File: src/inc/pcs_cfg_pkg.sv
// Constants for the 100 Mb/s PCS configuration register, upper bits
//
// Operation
// - With the crossover bit set and speed forced, the pair assignment alternates while link is down and holds once it is up, else stays normal; reset is 0.
// - The free-run bit makes the receive clock free-running; at 0, its reset value, the clock phase follows data alignment.
// - The true-quiet bit selects true quiet transmit at 100 Mb/s; at 0, its reset value, transmit is normal.
// - The forced signal detect bit makes signal detect read as asserted whatever the input; at 0 detection is normal.
// - With the link detect option at 1, its reset value, link rises on valid signal plus lock and holds while signal stays valid.
// - With the link detect option at 0, link rises on valid signal plus lock and drops on loss of either.
// - The lock timeout is 722 us with the select bit at 0, its reset value, and 2 ms with it at 1.
// - The fiber mode bit resets to the fiber strap value, stays writable, and enables fiber operation when 1.
// - The register sits in the paged range 14h to 1Fh and is visible only while page 0 is selected.
package pcs_cfg_pkg;
  localparam logic [4:0] pcs_100m_config_status_addr = 5'h16;
  localparam logic [4:0] paged_low_addr = 5'h14;
  localparam logic [4:0] paged_high_addr = 5'h1F;
  localparam logic [2:0] page_zero = 3'h0;
  localparam int xover_bit = 15;
  localparam int free_clk_bit = 11;
  localparam int true_quiet_bit = 10;
  localparam int force_sd_bit = 9;
  localparam int link_opt_bit = 8;
  localparam int descrambler_timeout_select_bit = 7;
  localparam int fiber_bit = 6;
  localparam logic [15:0] writable_mask = 16'h8FC0;
  localparam logic [15:0] reset_value = 16'h0100;
  localparam int clk_mhz = 50;
  localparam int timeout_short_us = 722;
  localparam int timeout_long_ms = 2;
  localparam int timeout_short_cycles = timeout_short_us * clk_mhz;
  localparam int timeout_long_cycles = timeout_long_ms * 1000 * clk_mhz;
  // Alternation period between pair assignments in forced mode
  localparam int xover_period_us = 100;
  localparam int xover_period_cycles = xover_period_us * clk_mhz;
  localparam int count_width = 17;
endpackage

File: src/rtl/lock_timer.sv
// Descrambler lock timeout counter
`timescale 1ns/1ps
module lock_timer
  import pcs_cfg_pkg::*;
#(
  parameter logic [count_width-1:0] short_limit = count_width'(timeout_short_cycles),
  parameter logic [count_width-1:0] long_limit = count_width'(timeout_long_cycles)
) (
  // Clock and reset
  input wire logic clk_sys,
  input wire logic reset,
  // Control
  input wire logic long_sel,
  input wire logic restart,
  // Status
  output logic expired
);
  logic [count_width-1:0] count_reg;
  logic [count_width-1:0] count_next;
  wire logic [count_width-1:0] limit = long_sel ? long_limit : short_limit;
  wire logic at_limit = (count_reg >= limit);
  assign count_next = restart ? '0 :
                      at_limit ? count_reg : count_reg + 1'b1;
  always_ff @(posedge clk_sys) begin
    if (reset) begin
      count_reg <= '0;
    end else begin
      count_reg <= count_next;
    end
  end
  assign expired = at_limit;
  timeout_bound_a: assert property (@(posedge clk_sys) disable iff (reset)
    restart |=> !expired)
    else $error("timeout flagged right after restart");
endmodule // lock_timer

File: src/rtl/pcs_100m_config_upper.sv
// Upper bits of the 100 Mb/s PCS configuration register and their effects
`timescale 1ns/1ps
module pcs_100m_config_upper
  import pcs_cfg_pkg::*;
#(
  parameter logic [count_width-1:0] short_limit = count_width'(timeout_short_cycles),
  parameter logic [count_width-1:0] long_limit = count_width'(timeout_long_cycles),
  parameter logic [count_width-1:0] xover_limit = count_width'(xover_period_cycles)
) (
  // Clock and reset
  input wire logic clk_sys,
  input wire logic reset,
  // Strap, sampled on the reset cycles
  input wire logic fiber_strap,
  // Management register port
  input wire logic [4:0] reg_addr,
  input wire logic [2:0] page_select,
  input wire logic reg_write,
  input wire logic [15:0] reg_wdata,
  output logic [15:0] reg_rdata,
  // Mode inputs from the rest of the transceiver
  input wire logic speed_forced,
  // Medium inputs (asynchronous)
  input wire logic signal_level_in,
  input wire logic descrambler_lock_in,
  // Controls out
  output logic pair_crossed,
  output logic rx_clk_free_run,
  output logic true_quiet_transmit_enable,
  output logic signal_detect,
  output logic fiber_mode_enable,
  output logic descrambler_timeout,
  output logic link_up
);
  logic [15:0] cfg_reg;
  logic [15:0] cfg_next;
  logic [1:0] sig_sync_reg;
  logic [1:0] lock_sync_reg;
  logic link_reg;
  logic link_next;
  logic cross_reg;
  logic [count_width-1:0] xcnt_reg;
  logic [count_width-1:0] xcnt_next;
  logic lock_expired;

  // ------------------------------------------------------------
  // Register access
  // ------------------------------------------------------------
  wire logic page_ok = (page_select == page_zero);
  wire logic hit = page_ok && (reg_addr == pcs_100m_config_status_addr);
  wire logic do_write = reg_write && hit;
  // Reserved bits 14:12 stay zero whatever is written
  assign cfg_next = do_write ? (reg_wdata & writable_mask) : cfg_reg;
  // Reads outside page 0 or other addresses return zero
  assign reg_rdata = hit ? cfg_reg : 16'h0000;

  always_ff @(posedge clk_sys) begin
    if (reset) begin
      // Reset values, with the fiber bit copied from the strap
      cfg_reg <= reset_value | (16'(fiber_strap) << fiber_bit);
    end else begin
      cfg_reg <= cfg_next;
    end
  end

  // Fiber bit is taken from the strap while reset is held, then writable
  assign fiber_mode_enable = cfg_reg[fiber_bit];

  // ------------------------------------------------------------
  // Medium input synchronisers
  // ------------------------------------------------------------
  always_ff @(posedge clk_sys) begin
    if (reset) begin
      sig_sync_reg <= 2'h0;
      lock_sync_reg <= 2'h0;
    end else begin
      sig_sync_reg <= {sig_sync_reg[0], signal_level_in};
      lock_sync_reg <= {lock_sync_reg[0], descrambler_lock_in};
    end
  end

  // ------------------------------------------------------------
  // Signal detect and link
  // ------------------------------------------------------------
  wire logic sd_valid = cfg_reg[force_sd_bit] | sig_sync_reg[1];
  wire logic lock_ok = lock_sync_reg[1];
  wire logic hold_keep = cfg_reg[link_opt_bit] ? sd_valid
                                                : (sd_valid && lock_ok);
  assign link_next = link_reg ? hold_keep : (sd_valid && lock_ok);
  always_ff @(posedge clk_sys) begin
    if (reset) begin
      link_reg <= 1'b0;
    end else begin
      link_reg <= link_next;
    end
  end
  assign signal_detect = sd_valid;
  assign link_up = link_reg;

  // Timer restarts whenever lock is present; expiry means lock was lost
  lock_timer #(
    .short_limit(short_limit),
    .long_limit(long_limit)
  ) u_lock_timer (
    .clk_sys(clk_sys),
    .reset(reset),
    .long_sel(cfg_reg[descrambler_timeout_select_bit]),
    .restart(lock_ok),
    .expired(lock_expired)
  );
  assign descrambler_timeout = lock_expired;

  // ------------------------------------------------------------
  // Forced-mode crossover
  // ------------------------------------------------------------
  // Alternation pauses once link is found so the working pair sticks
  wire logic xover_on = cfg_reg[xover_bit] && speed_forced && !link_reg;
  wire logic xwrap = (xcnt_reg >= xover_limit);
  assign xcnt_next = (!xover_on || xwrap) ? '0 : xcnt_reg + 1'b1;
  always_ff @(posedge clk_sys) begin
    if (reset) begin
      xcnt_reg <= '0;
      cross_reg <= 1'b0;
    end else begin
      xcnt_reg <= xcnt_next;
      if (!(cfg_reg[xover_bit] && speed_forced)) begin
        cross_reg <= 1'b0;
      end else if (xover_on && xwrap) begin
        cross_reg <= ~cross_reg;
      end
    end
  end
  assign pair_crossed = cross_reg;

  assign rx_clk_free_run = cfg_reg[free_clk_bit];
  assign true_quiet_transmit_enable = cfg_reg[true_quiet_bit];

  // ------------------------------------------------------------
  // Checks
  // ------------------------------------------------------------
  reserved_zero_a: assert property (@(posedge clk_sys)
    disable iff (reset)
    cfg_reg[14:12] == 3'h0)
    else $error("reserved bits not zero");
  page_hide_a: assert property (@(posedge clk_sys)
    disable iff (reset)
    !page_ok |-> reg_rdata == 16'h0000)
    else $error("register visible off page 0");
  off_addr_a: assert property (@(posedge clk_sys)
    disable iff (reset)
    reg_addr != pcs_100m_config_status_addr |-> reg_rdata == 16'h0000)
    else $error("register visible at another address");
  page_write_block_a: assert property (@(posedge clk_sys)
    disable iff (reset)
    reg_write && !page_ok |=> $stable(cfg_reg))
    else $error("write taken off page 0");
  write_take_a: assert property (@(posedge clk_sys)
    disable iff (reset)
    do_write |=> rx_clk_free_run == $past(reg_wdata[free_clk_bit]))
    else $error("free run bit did not take write");
  quiet_take_a: assert property (@(posedge clk_sys)
    disable iff (reset)
    do_write |=> true_quiet_transmit_enable ==
      $past(reg_wdata[true_quiet_bit]))
    else $error("true quiet bit did not take write");
  force_sd_a: assert property (@(posedge clk_sys)
    disable iff (reset)
    cfg_reg[force_sd_bit] |-> signal_detect)
    else $error("forced signal detect not asserted");
  sd_follow_a: assert property (@(posedge clk_sys)
    disable iff (reset)
    !cfg_reg[force_sd_bit] |-> signal_detect == sig_sync_reg[1])
    else $error("signal detect not following the medium");
  link_rise_a: assert property (@(posedge clk_sys)
    disable iff (reset)
    !link_reg && sd_valid && lock_ok |=> link_reg)
    else $error("link not raised on signal and lock");
  link_stay_down_a: assert property (@(posedge clk_sys)
    disable iff (reset)
    !link_reg && !(sd_valid && lock_ok) |=> !link_reg)
    else $error("link raised without signal and lock");
  link_hold_a: assert property (@(posedge clk_sys)
    disable iff (reset)
    link_reg && cfg_reg[link_opt_bit] && sd_valid |=> link_reg)
    else $error("link dropped with valid signal");
  link_sig_drop_a: assert property (@(posedge clk_sys)
    disable iff (reset)
    link_reg && !sd_valid |=> !link_reg)
    else $error("link kept without valid signal");
  link_drop_a: assert property (@(posedge clk_sys)
    disable iff (reset)
    link_reg && !cfg_reg[link_opt_bit] && !lock_ok |=> !link_reg)
    else $error("link kept without lock");
  timeout_cause_a: assert property (@(posedge clk_sys)
    disable iff (reset)
    descrambler_timeout |-> !$past(lock_ok))
    else $error("timeout flagged while lock was present");
  reset_default_a: assert property (@(posedge clk_sys)
    $fell(reset) |->
      cfg_reg[xover_bit:descrambler_timeout_select_bit] == reset_value[xover_bit:descrambler_timeout_select_bit])
    else $error("register not at its reset value");
  strap_load_a: assert property (@(posedge clk_sys)
    $fell(reset) |-> fiber_mode_enable == $past(fiber_strap))
    else $error("fiber bit not loaded from the strap");
  fiber_take_a: assert property (@(posedge clk_sys)
    disable iff (reset)
    do_write |=> fiber_mode_enable == $past(reg_wdata[fiber_bit]))
    else $error("fiber bit did not take write");
  fiber_hold_a: assert property (@(posedge clk_sys)
    disable iff (reset)
    !do_write |=> $stable(fiber_mode_enable))
    else $error("fiber bit changed without a write");
  xover_off_a: assert property (@(posedge clk_sys)
    disable iff (reset)
    !cfg_reg[xover_bit] |=> !pair_crossed)
    else $error("pairs crossed with crossover off");
  cross_toggle_a: assert property (@(posedge clk_sys)
    disable iff (reset)
    xover_on && xwrap |=> pair_crossed != $past(pair_crossed))
    else $error("pair assignment did not alternate");
  cross_hold_a: assert property (@(posedge clk_sys)
    disable iff (reset)
    link_reg && cfg_reg[xover_bit] && speed_forced |=> $stable(pair_crossed))
    else $error("pair assignment moved while link is up");
endmodule // pcs_100m_config_upper

File: config.mk
export PLATFORM = sky130hd
export DESIGN_NAME = pcs_100m_config_upper
export DESIGN_NICKNAME = d
export VERILOG_FILES = /design/src/inc/pcs_cfg_pkg.sv /design/src/rtl/lock_timer.sv /design/src/rtl/pcs_100m_config_upper.sv
export SDC_FILE = /design/constraint.sdc
export NUM_CORES = 1
export LEC_CHECK = 0
export ABC_CLOCK_PERIOD_IN_PS = 2200
export BUFFER_PORTS_ARGS = -buffer_cell sky130_fd_sc_hd__buf_2
export CAP_MARGIN = 40
export CELL_PAD_IN_SITES_DETAIL_PLACEMENT = 1
export CELL_PAD_IN_SITES_GLOBAL_PLACEMENT = 1
export CORE_MARGIN = 8
export CORE_UTILIZATION = 36
export DETAILED_ROUTE_END_ITERATION = 10
export GPL_TIMING_DRIVEN = 0
export PLACE_DENSITY_LB_ADDON = 0.1
export SLEW_MARGIN = 10
export SYNTH_ARGS = -nofsm -noshare
export SYNTH_HDL_FRONTEND = slang
export SYNTH_SLANG_ARGS = --single-unit
File: constraint.sdc
create_clock -name clk_sys -period 2.2 [get_ports clk_sys]
set_clock_uncertainty 0.2 [all_clocks]
set_input_delay 0 -clock clk_sys [delete_from_list [all_inputs] [get_ports clk_sys]]
set_output_delay 0 -clock clk_sys [all_outputs]
set_load 0.02 [all_outputs]
==> impl_results.md <==
* Result of the run: complete, but fails checks
* Failing checks: setup timing
* Hold Crit Class: in2reg
* DR iter-0 viols at 43
* Root Driver: clkbuf_8
* Final setup vio count at 14
* Mapped Cells at about 260
* Std-Cell Rows at 29
* Post-DP Area at 2650 µm²
* Syn Area/Cell at around 8.8 µm²
* Area grow syn2layout at 35.4%
* Num ports at 54
* Syn Std Cell Area at about 2300 µm²
* All-Layer GR Usage at roughly 15%
* CTS tree: done
* Post-synth cell types at 42
* Final WL at ~6300 µm
* Clock transition at path regs at approximately 0.090 ns
* Vias in the first global route at 2,258
* Initial core utilization at roughly 37%
* Kind of critical path: reg2reg
* Fin area at around 3100 µm²
* DR vias at approximately 2,200
* Critical path arrival at 2.36 ns
* Asr flop ratio synth at 0%
* Most frequent cell after synthesis: dfxtp_1
* Slowest-stage cell, CP: or4_1
* Die X at a little under 100 µm
* TritonCTS Buffers at 5
* PwrDens at just under 500 nW/µm²
* Hold Worst Slack at ~0.037 ns
* Post-synth top cells: 46 x dfxtp_1, 26 x nand2_1, 20 x nand3_1
* Yosys synthesis warning count at 0
* GP Congestion at 0.816
* FF+latch count, synth at 47
* Cells taking the most area after synthesis: dfxtp_1 40%, ha_1 6.0%, nand3_1 4.3%
* Vias per std cell at between 5 and 6
* Final ANT Viol Nets at 0
* Min-delay src: reg_write
* Final WS setup at -0.134 ns
* Initial antenna violation count at 0
* Post-layout util at approximately half
* Die ar. at 9240 µm²
* First-pass GRT wire length at between 10,000 and 15,000 µm
* Clk_lat worst skew at ~0.30 ns
* RSZ-0062 raised after global routing: true
* Initial DRT Pass Iterations at 4
* Fillers at 770
* Port bufs at 34
* Post-synth top area share at between 30% and 40%
* Top_reg_cell synth: dfxtp_1
* Source of the critical timing path: cfg_reg[7]
* # nets final at approximately 390
* Max Transition Viols Final at 0
* # diodes at 0
* Max FO, Critical Path at 6
* Dpl cells at between 300 and 400
* Required @ worst endpoint at 2.23 ns
* Leakage power at 1.21 nW
* Crit-path cells: buf_4 > ha_4 > and3_4 > o311ai_4 > nand3_2 > or4_1 > a21oi_1
* Setup crit end kind: flip-flop
* Seq/Total Area, Yosys at approximately two fifths
* Share of cells above drive strength 1 at 26.7%
* FMAX at 0.428 GHz
* Max IR drop VDD at 0.305 mV
* Slew Limit Headroom at between 60% and 70%
* Reg2reg setup slack at -0.13 ns
* Remaining global-route overflow at 0
* Place WS at -0.434 ns
* Setup TNS at -0.982 ns
* Fin crit share at 106%
* Worst path max stage delay at about 0.5 ns
* Cell taking the most area after synthesis: dfxtp_1
* Clock buffer depth at 2
* Startpoint class of the critical path: flip-flop
* Die Y at just under 100 µm
* Clk sink count at 47
* Slew @ Worst Pin at around 0.55 ns
* Dpl hpwl at around 4300 µm
* Wirelength per Cell at roughly 15 µm
* Largest net degree at the start of global routing at 16
* Core area at 6280 µm²
* Drc violations at 0
* H-tree levels at 2
* Fin. Hold Viols at 0
* Fin crit period at 2.33 ns
* Total power at between 1.5 and 2 mW
* Non-Filler Instances at 422
* Post-synth EDFFs at 1
* Critical R2R Launch: cfg_reg[7]
* Number of max-cap violations at 0
path summary, 6_finish.rpt:
check                              end  depth (start not counted)
max          u_lock_timer.count_reg[9]                          7
min                         cfg_reg[7]                          4
max reg2reg  u_lock_timer.count_reg[9]                          7
min reg2reg           lock_sync_reg[1]                          1
logic make-up after synthesis:
| group | Yosys count | share of synthesized area [%] |
|---|---|---|
| compound gates | 37 | 10.7 |
| mux | 6 | 2.65 |
| other cells | 1 | 0.162 |
| simple gates | 124 | 29.3 |
| flops | 47 | 41.1 |
| xor+xnor | 12 | 4.55 |
| fa+ha+maj | 11 | 5.95 |
| buf+inv | 25 | 5.63 |
timing repair:
| item | in CTS | in global routing |
|---|---|---|
| hold buffers | 18 | 0 |
| pin swaps | 8 | 9 |
| gates resized for setup | 22 | 12 |
| buffers inserted | 10 | 1 |
| hold endpoints to repair | 15 | 0 |
| setup endpoints to repair | 16 | 19 |
| cloned | 0 | 0 |
power breakdown:
group          switching, mW  internal [mW]  total [mW]
clock                  0.309          0.223       0.531
sequential           0.00731          0.865       0.872
combinational         0.0624         0.0587       0.121
total                  0.378           1.15        1.52
layer usage:
metal  vias up  track usage (%)  wire length (µm)
li1       1072                -                 -
met1      1028             18.3              3010
met2        45             23.8              2860
met3         5             4.21               322
met4         0             3.46                51
met5         -                0                 0
layout by cell type, fill, tap and decap left out, types with 5 or more instances in the layout:
master / n
or3_1: 6
nor2_1: 19
and2_1: 7
nand2_1: 25
xnor2_1: 5
o31ai_1: 7
nor3_1: 5
dfxtp_1: 40
conb_1: 13
o21ai_0: 5
mux2i_1: 5
buf_4: 18
inv_1: 7
dlygate4sd3_1: 18
or4_1: 9
buf_6: 5
xor2_1: 7
clkbuf_8: 5
buf_2: 33
ha_1: 6
nand3_1: 20
and4_1: 6
a21oi_1: 18
cell type report:
cell class / instances / area [µm²] / share of cell area (%)
buffer: 16 / 110 / 3.52
tap: 77 / 96.3 / 3.08
clock inverter: 3 / 18.8 / 0.600
multi-input combinational: 203 / 1390 / 44.4
sequential: 47 / 963 / 30.8
timing repair buffer: 63 / 447 / 14.3
inverter: 8 / 35.0 / 1.12
clock buffer: 5 / 68.8 / 2.20
worst max-delay path: cells and delay by family (launching register included):
family | cells | cell delay, ns
and+or+nand+nor | 3 | 0.89
AOI/OAI and AO/OA | 2 | 0.44
DFF | 1 | 0.38
adders and majority gates | 1 | 0.21
buffers and inverters | 1 | 0.14
(Power assumes the default switching activity.)
